[config.mk]
export PLATFORM = sky130hd
export DESIGN_NAME = ssr_device_flat
export DESIGN_NICKNAME = d
export VERILOG_FILES = /design/src/ssr_pkg.sv /design/src/ssr_if.sv /design/src/ssr_device.sv /design/src/flat_wrapper.sv
export SDC_FILE = /design/constraint.sdc
export NUM_CORES = 1
export LEC_CHECK = 0
export ABC_AREA = 1
export BUFFER_PORTS_ARGS = -buffer_cell sky130_fd_sc_hd__buf_2
export CAP_MARGIN = 20
export CORE_MARGIN = 3
export CORE_UTILIZATION = 40
export DETAILED_ROUTE_END_ITERATION = 12
export GPL_TIMING_DRIVEN = 0
export PLACE_DENSITY = 0.65
export SLEW_MARGIN = 20
export SYNTH_ARGS = -nofsm -noshare
export SYNTH_HDL_FRONTEND = slang
export SYNTH_SLANG_ARGS = --single-unit
[constraint.sdc]
create_clock -name clk -period 10.43 [get_ports clk]
set_input_delay 1.5645 -clock clk [delete_from_list [all_inputs] [get_ports clk]]
set_output_delay 1.5645 -clock clk [all_outputs]
set_load 0.01 [all_outputs]
[src/ssr_pkg.sv]
// Shared constants for the serial shadow RAM link, device end and host end
package ssr_pkg;
  // Array shape: 16 words of 16 bits
  localparam int WORD_W     = 16;
  localparam int WORDS      = 16;
  localparam int ADDR_W     = 4;
  localparam int OP_W       = 3;
  localparam int INSTR_BITS = 8;
  localparam int FRAME_BITS = INSTR_BITS + WORD_W;
  localparam int CNT_W      = 5;
  // Instruction byte fields: start bit, address, opcode
  localparam int START_POS  = 7;
  localparam int ADDR_LSB   = 3;
  // Opcodes in the low three bits
  localparam logic [2:0] OP_CLR_WL  = 3'h0;
  localparam logic [2:0] OP_STORE   = 3'h1;
  localparam logic [2:0] OP_WRITE   = 3'h3;
  localparam logic [2:0] OP_SET_WL  = 3'h4;
  localparam logic [2:0] OP_RECALL  = 3'h5;
  localparam logic [2:0] OP_READ    = 3'h6;
  // Timing
  localparam int CLK_NS       = 8;
  localparam int SK_HALF_NS   = 80;
  localparam int SK_HALF_CYC  = (SK_HALF_NS + CLK_NS - 1) / CLK_NS;
  localparam int STORE_CYCLES = 64;
  localparam int PH_W         = 5;
  localparam int BUSY_W       = 13;
  // Reset values
  localparam logic LATCH_RST  = 1'b0;

  // Opcode carries a data word
  function automatic logic ssr_has_data(input logic [2:0] op);
    ssr_has_data = (op == OP_WRITE) || (op == OP_READ);
  endfunction : ssr_has_data
endpackage : ssr_pkg
[src/ssr_if.sv]
// Serial link between host and shadow RAM device
`timescale 1ns/1ns
interface ssr_if;
  logic cs;    // Select, high during a transfer
  logic sk;    // Serial clock from host
  logic di;    // Data into device
  logic dout;  // Data out of device
  modport host   (output cs, output sk, output di, input dout);
  modport device (input cs, input sk, input di, output dout);
endinterface : ssr_if

[src/ssr_device.sv]
// Device end: serial decoder, protection latches, RAM and nonvolatile array
`timescale 1ns/1ns
module ssr_device #(
  parameter int STORE_CYCLES = ssr_pkg::STORE_CYCLES
) (
  input  wire logic clk,          // System clock
  input  wire logic rst_n,        // Synchronous reset, power-up
  ssr_if.device     link,         // Serial pins
  input  wire logic store_n,      // Store pin, active low
  input  wire logic recall_n,     // Array recall pin, active low
  output logic      prev_recall,  // Recall latch state
  output logic      write_en,     // Write latch state
  output logic      store_busy    // Store in progress
);
  localparam int W = ssr_pkg::WORD_W;
  localparam int N = ssr_pkg::WORDS;

  logic [1:0] cs_s, sk_s, di_s, st_s, rc_s;
  logic       sk_prev_q, st_prev_q;
  logic [ssr_pkg::CNT_W-1:0]  cnt_q;
  logic [7:0]                 instr_q;
  logic [W-1:0]               data_q, rd_q;
  logic                       rd_act_q, dout_q;
  logic                       prev_q, wen_q, busy_q;
  logic [ssr_pkg::BUSY_W-1:0] busy_cnt_q;
  logic [W-1:0]               ram [N];
  logic [W-1:0]               nv  [N];

  logic                       sk_rise, st_fall, recall_act, gate, both_set;
  logic [7:0]                 instr_now;
  logic [2:0]                 op_now, op_q;
  logic [ssr_pkg::ADDR_W-1:0] addr_now, addr_q;
  logic                       cmd_fire, wr_fire, store_go, recall_go, wr_go;

  // Two-flop synchronisers for every pin
  // Reset to idle pin levels, so no unknown or false edge follows reset
  always_ff @(posedge clk) begin
    if (!rst_n) begin
      cs_s <= 2'h0;
      sk_s <= 2'h0;
      di_s <= 2'h0;
      st_s <= 2'h3;
      rc_s <= 2'h3;
    end else begin
      cs_s <= {cs_s[0], link.cs};
      sk_s <= {sk_s[0], link.sk};
      di_s <= {di_s[0], link.di};
      st_s <= {st_s[0], store_n};
      rc_s <= {rc_s[0], recall_n};
    end
  end

  // Edge history taken from second stages only
  always_ff @(posedge clk) begin
    if (!rst_n) begin
      sk_prev_q <= 1'b0;
      st_prev_q <= 1'b1;
    end else begin
      sk_prev_q <= sk_s[1];
      st_prev_q <= st_s[1];
    end
  end

  assign sk_rise    = sk_s[1] & ~sk_prev_q & cs_s[1];
  assign st_fall    = st_prev_q & ~st_s[1];
  assign recall_act = ~rc_s[1];
  assign gate       = ~recall_act & ~busy_q;
  assign both_set   = prev_q & wen_q;

  assign instr_now = {instr_q[6:0], di_s[1]};
  assign op_now    = instr_now[2:0];
  assign addr_now  = instr_now[ssr_pkg::ADDR_LSB +: ssr_pkg::ADDR_W];
  assign op_q      = instr_q[2:0];
  assign addr_q    = instr_q[ssr_pkg::ADDR_LSB +: ssr_pkg::ADDR_W];

  // Command decode at byte end; word write after sixteen more bits
  assign cmd_fire = sk_rise && (cnt_q == 5'(ssr_pkg::INSTR_BITS - 1))
                    && instr_now[ssr_pkg::START_POS];
  assign wr_fire  = sk_rise && (cnt_q == 5'(ssr_pkg::FRAME_BITS - 1))
                    && instr_q[ssr_pkg::START_POS] && (op_q == ssr_pkg::OP_WRITE);

  assign store_go  = gate & both_set &
                     ((cmd_fire & (op_now == ssr_pkg::OP_STORE)) | st_fall);
  assign recall_go = (recall_act & ~busy_q) |
                     (gate & cmd_fire & (op_now == ssr_pkg::OP_RECALL));
  assign wr_go     = gate & both_set & wr_fire;

  always_ff @(posedge clk) begin
    if (!rst_n || !cs_s[1]) begin
      cnt_q   <= '0;
      instr_q <= '0;
      data_q  <= '0;
    end else if (sk_rise) begin
      if (cnt_q < 5'(ssr_pkg::INSTR_BITS)) begin
        instr_q <= instr_now;
      end else if (cnt_q < 5'(ssr_pkg::FRAME_BITS)) begin
        data_q <= {data_q[W-2:0], di_s[1]};
      end
      if (cnt_q < 5'(ssr_pkg::FRAME_BITS)) begin
        cnt_q <= cnt_q + 5'd1;
      end
    end
  end

  always_ff @(posedge clk) begin
    if (!rst_n || !cs_s[1]) begin
      rd_act_q <= 1'b0;
      rd_q     <= '0;
      dout_q   <= 1'b0;
    end else if (cmd_fire && gate && op_now == ssr_pkg::OP_READ) begin
      rd_act_q <= 1'b1;
      rd_q     <= ram[addr_now];
      dout_q   <= ram[addr_now][W-1];
    end else if (sk_rise && rd_act_q) begin
      rd_q   <= {rd_q[W-2:0], 1'b0};
      dout_q <= rd_q[W-2];
    end
  end

  always_ff @(posedge clk) begin
    if (!rst_n) begin
      prev_q <= ssr_pkg::LATCH_RST;
      wen_q  <= ssr_pkg::LATCH_RST;
    end else begin
      if (recall_go) begin
        prev_q <= 1'b1;
      end
      if (gate && cmd_fire) begin
        if (op_now == ssr_pkg::OP_SET_WL) begin
          wen_q <= 1'b1;
        end
        if (op_now == ssr_pkg::OP_CLR_WL) begin
          wen_q <= 1'b0;
        end
      end
    end
  end

  // store runs to the end, recall cannot abort it
  always_ff @(posedge clk) begin
    if (!rst_n) begin
      busy_q     <= 1'b0;
      busy_cnt_q <= '0;
    end else if (store_go) begin
      busy_q     <= 1'b1;
      busy_cnt_q <= ssr_pkg::BUSY_W'(STORE_CYCLES);
    end else if (busy_q) begin
      busy_cnt_q <= busy_cnt_q - ssr_pkg::BUSY_W'(1);
      if (busy_cnt_q == ssr_pkg::BUSY_W'(1)) begin
        busy_q <= 1'b0;
      end
    end
  end

  // whole array to RAM; write touches one word
  always_ff @(posedge clk) begin
    if (recall_go) begin
      for (int i = 0; i < N; i++) begin
        ram[i] <= nv[i];
      end
    end else if (wr_go) begin
      ram[addr_q] <= {data_q[W-2:0], di_s[1]};
    end
  end

  // store copies every word; snapshot taken at start
  always_ff @(posedge clk) begin
    if (store_go) begin
      for (int i = 0; i < N; i++) begin
        nv[i] <= ram[i];
      end
    end
  end

  assign link.dout   = dout_q;
  assign prev_recall = prev_q;
  assign write_en    = wen_q;
  assign store_busy  = busy_q;
endmodule : ssr_device

[src/flat_wrapper.sv]
// flat-port wrapper written by rule: the top's interface ports become plain ports
module ssr_device_flat 
#(
  parameter int STORE_CYCLES = ssr_pkg::STORE_CYCLES
)
  (clk, rst_n, store_n, recall_n, prev_recall, write_en, store_busy, link_cs, link_sk, link_di, link_dout);
  ssr_if link_i ();
  input  wire logic clk;
  input  wire logic rst_n;
  input  wire logic store_n;
  input  wire logic recall_n;
  output logic prev_recall;
  output logic write_en;
  output logic store_busy;
  input wire logic [$bits(link_i.cs)-1:0] link_cs;
  input wire logic [$bits(link_i.sk)-1:0] link_sk;
  input wire logic [$bits(link_i.di)-1:0] link_di;
  output wire logic [$bits(link_i.dout)-1:0] link_dout;
  assign link_i.cs = link_cs;
  assign link_i.sk = link_sk;
  assign link_i.di = link_di;
  assign link_dout = link_i.dout;
  ssr_device #(.STORE_CYCLES(STORE_CYCLES)) u_core (.clk(clk), .rst_n(rst_n), .link(link_i), .store_n(store_n), .recall_n(recall_n), .prev_recall(prev_recall), .write_en(write_en), .store_busy(store_busy));
endmodule
# Word level (Yosys, flattened, before mapping)
# Memories as Yosys holds them, arrays and structs flattened. A register that Yosys moved wholly into a read port is not among the register bits.
# Index checks and enable logic that the tools add are counted.
[totals]
reg_bits = 73
output_inout_bits = 4
ram_bits = 512
input_bits = 7
word_cells = 96
n_memories = 2
[mem_list]
columns = ["memory", "words", "word_bits", "read_ports", "rd_ports_with_merged_regs", "wr", "line", "rtl"]
rows = [
  ["u_core.nv", 16, 16, 16, 0, 16, "ssr_device.sv:27", "logic [W-1:0] nv [N];"],
  ["u_core.ram", 16, 16, 17, 1, 16, "ssr_device.sv:26", "logic [W-1:0] ram [N];"],
]
[classes]
n_addsub = 2
bitwise_logic = 20
reduce_logical = 21
n_mux = 23
order_cmp = 2
n_eq_ne = 8
[ops]
columns = ["op", "count"]
rows = [
  ["$mux W15", 2],
  ["$mux W16", 1],
  ["$reduce_or A16 Y1", 1],
  ["$mux W1", 15],
  ["$mux W7", 2],
  ["$eq A13 B1 Y1 const B", 1],
  ["$sub A13 B1 Y13 const B", 1],
  ["$and A1 B1 Y1", 12],
  ["$mux W4", 3],
  ["$eq A3 B3 Y1 const B", 3],
  ["$logic_and A1 B1 Y1", 8],
  ["$not A1 Y1", 6],
  ["$reduce_and A2 Y1", 3],
  ["$reduce_bool A2 Y1", 3],
  ["$add A5 B1 Y5 const B", 1],
  ["$eq A5 B3 Y1 const B", 1],
  ["$eq A5 B5 Y1 const B", 1],
  ["$lt A5 B4 Y1 const B", 1],
  ["$lt A5 B5 Y1 const B", 1],
  ["$eq A3 B1 Y1 const B", 1],
  ["$eq A3 B2 Y1 const B", 1],
  ["$logic_not A3 Y1", 1],
  ["$reduce_and A3 Y1", 1],
  ["$logic_not A1 Y1", 2],
  ["other kinds (3)", 4],
]

# Longest topological paths before layout
[depth]
depth_word = 12
depth_mapped = 11
depth_no_buf = 9

# Worst setup path after synthesis
# Ideal clock, no wire load.
[synth_path]
path_type = "register -> register"
startpoint = "register u_core.cnt_q[0] in the netlist's numbering"
endpoint = "memory u_core.nv[0][0] in the netlist's numbering, enable pin"
path_stages_with_launch = 8
synth_period_minus_slack_ns = 6.715
path_buffers = 0
t_arrival_ns = 6.108
t_required_ns = 9.823
setup_time_ns = 0.607
setup_slack_ns = 3.715
path_cell_list = "dfxtp_1 ha_1 nand3_1 nor2_1 nand2_1 o21ai_0 nand2_1 inv_1"
[synth_lines]
columns = ["element", "line", "rtl"]
rows = [
  ["from (decl)", "ssr_device.sv:20", "logic [ssr_pkg::CNT_W-1:0] cnt_q;"],
  ["from (signal assigned)", "ssr_device.sv:100", "cnt_q <= cnt_q + 5'd1;"],
  ["to (decl)", "ssr_device.sv:27", ""],
]

==> qor.txt <==
Synth Area in Compound Gates: 7.23%
postcts setup bufs: 0
initial core utilization: 40.5%
ranking of synthesized cells by area: edfxtp_1 (63%), nand2_1 (12%), dfxtp_1 (6.3%)
GRT Util Overall: 22.6%
largest family of logic cells by synthesized area: simple AND/OR/NAND/NOR gates
total grt overflow: 0
worst-margin pin slew: 1.22 ns
Ports: 11
max_slew headroom: 19.0%
clock sinks: 589
Yosys top cell area share: 62.6%
max cap viols: 0
YS warnings: 0
flops & latches, synth: 589
Synth Area per Inst: 10.7 um2
Crit Path Class: register to register
final WL: 72400 um
proportion of synthesized area in mux cells: 0%
gpl congestion: 1.00
Synth Net Count: 2309
Layout area overhead: 12.0%
min-delay worst type: register to register
post-synthesis xor/xnor area fraction: 0.250%
top-count cell post-synth: nand2_1
first-pass GRT wire length: 107000 um
setup slack, reg-to-reg: 7.02 ns
TNS Setup: 0 ns
Seq/Total Area, Yosys: 68.9%
antenna violations before repair: 0
Max FO, Critical Path: 16
worst path required time: 10.60 ns
fraction of layout cells with a size suffix above 1: 8.35%
Crit. End Element: register
R2R Path Start: u_core.di_s[1]
# hold bufs at CTS: 0
Worst Clk Skew: 0.0277 ns
vias per inst: 5.37
Setup-failing EPs final: 0
Arr. time, crit path: 3.58 ns
largest net degree at the start of global routing: 103
WHS: 0.410 ns
cell count after placement: 3091
hpwl dp: 48900 um
I/O Buffers: 10
Critical Path End: u_core.ram[2][11]
number of DRC markers in iteration 0: 2094
Post-synth top cells: nand2_1 (758), edfxtp_1 (512), inv_1 (208)
distinct cell type count after synthesis: 31
Final Max Tran Viols: 0
Site Rows: 90
async set-reset flop share out of synthesis: 0%
fin area: 0.0275 mm2
root buf cell: clkbuf_16
Pre-antenna DRT Iters: 9
R2R depth: 7
final hold viol count: 0
final cell count without fillers: 3200
Worst Setup SP: u_core.di_s[1]
worst skew pair latency: 0.64 ns
NumNets Final: 2382
launching element type of the critical path: register
number of fill cells: 5567
die width: 254 um
pwr dens: 171 mW/mm2
CTS HTree Levels: 2
clock-pin transition on the worst setup and hold timing paths: 0.06 ns
core area: 0.0606 mm2
post-synth top area cell: edfxtp_1
Via Count: 17200
antenna-violating nets left: 0
RSZ-0062 raised after global routing: no
drt wl/cell: 22.6 um
Fmax: 293 MHz
maximum VDD drop: 160 uV
number of global-route vias before repair: 16600
status: complete, no violations
DP Worst Slack: 7.05 ns
min cycle time layout: 3.41 ns
Inserted Diodes: 0
post-cts gate resize count: 0
clk buf depth: 3
Cells after Synth: 2297
cell area after placement: 0.0257 mm2
CTS tree: yes
total power draw: 4.69 mW
DRC Markers: 0
Post-synth top flop: edfxtp_1
die area: 0.0644 mm2
Die Span Y: 254 um
post-synthesis adder-cell area fraction: 0.255%
EDFF count, synth: 512
P_leak: 10.8 nW
Post-Synth Simple-Gate Area: 17.1%
Final period util: 32.7%
r2r endpoint: u_core.ram[2][11]
Num CTS Buffers: 58
setup ws final: 7.02 ns
Final Core Density: 45.4%
synthesized area: 0.0246 mm2
critical path, cell delays in order, from the launching register on:
cell      delay [ns]
dfxtp_1         0.35
inv_1           0.34
nor3_1          0.09
nand4_1         0.11
o21ai_0         0.11
inv_1           0.51
clkbuf_1        0.70
nand2_1         0.72
power breakdown:
group	internal, mW	leakage [nW]	switching, mW
sequential	2.56	5.27	0.0134
clock	1.16	0.904	0.904
combinational	0.0102	4.62	0.0414
total	3.73	10.8	0.959
how the worst min path moves through the flow:
stage	startpoint	to	slack, ns	cells past startpoint
finish	u_core.rc_s[0]	u_core.rc_s[1]	0.41	1
detailed placement	u_core.cs_s[0]	u_core.cs_s[1]	0.40	2
global route	u_core.st_s[0]	u_core.st_s[1]	0.43	1
CTS	u_core.cs_s[0]	u_core.cs_s[1]	0.41	2
global placement	u_core.rc_s[0]	u_core.rc_s[1]	0.40	1
floorplan	u_core.cs_s[0]	u_core.cs_s[1]	0.39	2
layout make-up:
cell class | instances | area [um2] | share of cell area (%)
plain buffers | 130 | 768 | 2.79
clock buffers | 73 | 1530 | 5.56
clock inverters | 35 | 305 | 1.11
inverters | 211 | 800 | 2.91
multi-input cells | 1367 | 6090 | 22.1
flip-flops and latches | 589 | 16900 | 61.5
well taps | 782 | 978 | 3.56
repair buffers | 13 | 116 | 0.423
state kept, by name, indices dropped and copies added (netlist names), named ones only:
register            count
u_core.link.dout        1
u_core.busy_cnt_q      13
u_core.write_en         1
u_core.data_q          15
u_core.sk_s             2
u_core.cnt_q            5
u_core.instr_q          8
u_core.prev_recall      1
u_core.rc_s             2
u_core.di_s             2
u_core.cs_s             2
u_core.ram            256
u_core.nv             256
u_core.st_s             2
u_core.sk_prev_q        1
u_core.rd_act_q         1
u_core.st_prev_q        1
u_core.store_busy       1
u_core.rd_q            15
cell usage in the layout (no fill, tap or decap), drive strengths merged:
| cell | count |
|---|---|
| a21oi | 52 |
| buf | 84 |
| bufinv | 5 |
| clkbuf | 132 |
| clkinv | 27 |
| clkinvlp | 1 |
| dfxtp | 77 |
| edfxtp | 512 |
| ha | 5 |
| inv | 213 |
| nand2 | 768 |
| nand3 | 187 |
| nand4 | 6 |
| nor2 | 38 |
| nor3 | 5 |
| nor3b | 2 |
| o21a | 1 |
| o21ai | 287 |
| o31ai | 1 |
| or2 | 8 |
| xnor2 | 3 |
| xor2 | 4 |
metal layers:
layer	wire, um	share of wire, %	GRT usage, %	vias to the layer above
met5	0	0	0	-
met4	3340	4.6	9.50	0
met3	6800	9.4	5.51	158
met2	31800	44	34.1	836
met1	30500	42	31.3	8325
li1	-	-	-	7880
kinds of logic after synthesis:
| group | Yosys count |
|---|---|
| AND/OR/NAND/NOR | 1014 |
| buffers and inverters | 341 |
| adder cells (fa/ha/maj) | 5 |
| XOR/XNOR | 7 |
| AO/OA/AOI/OAI | 341 |
| flip-flops | 589 |
Power figures use the tool's default switching activity.
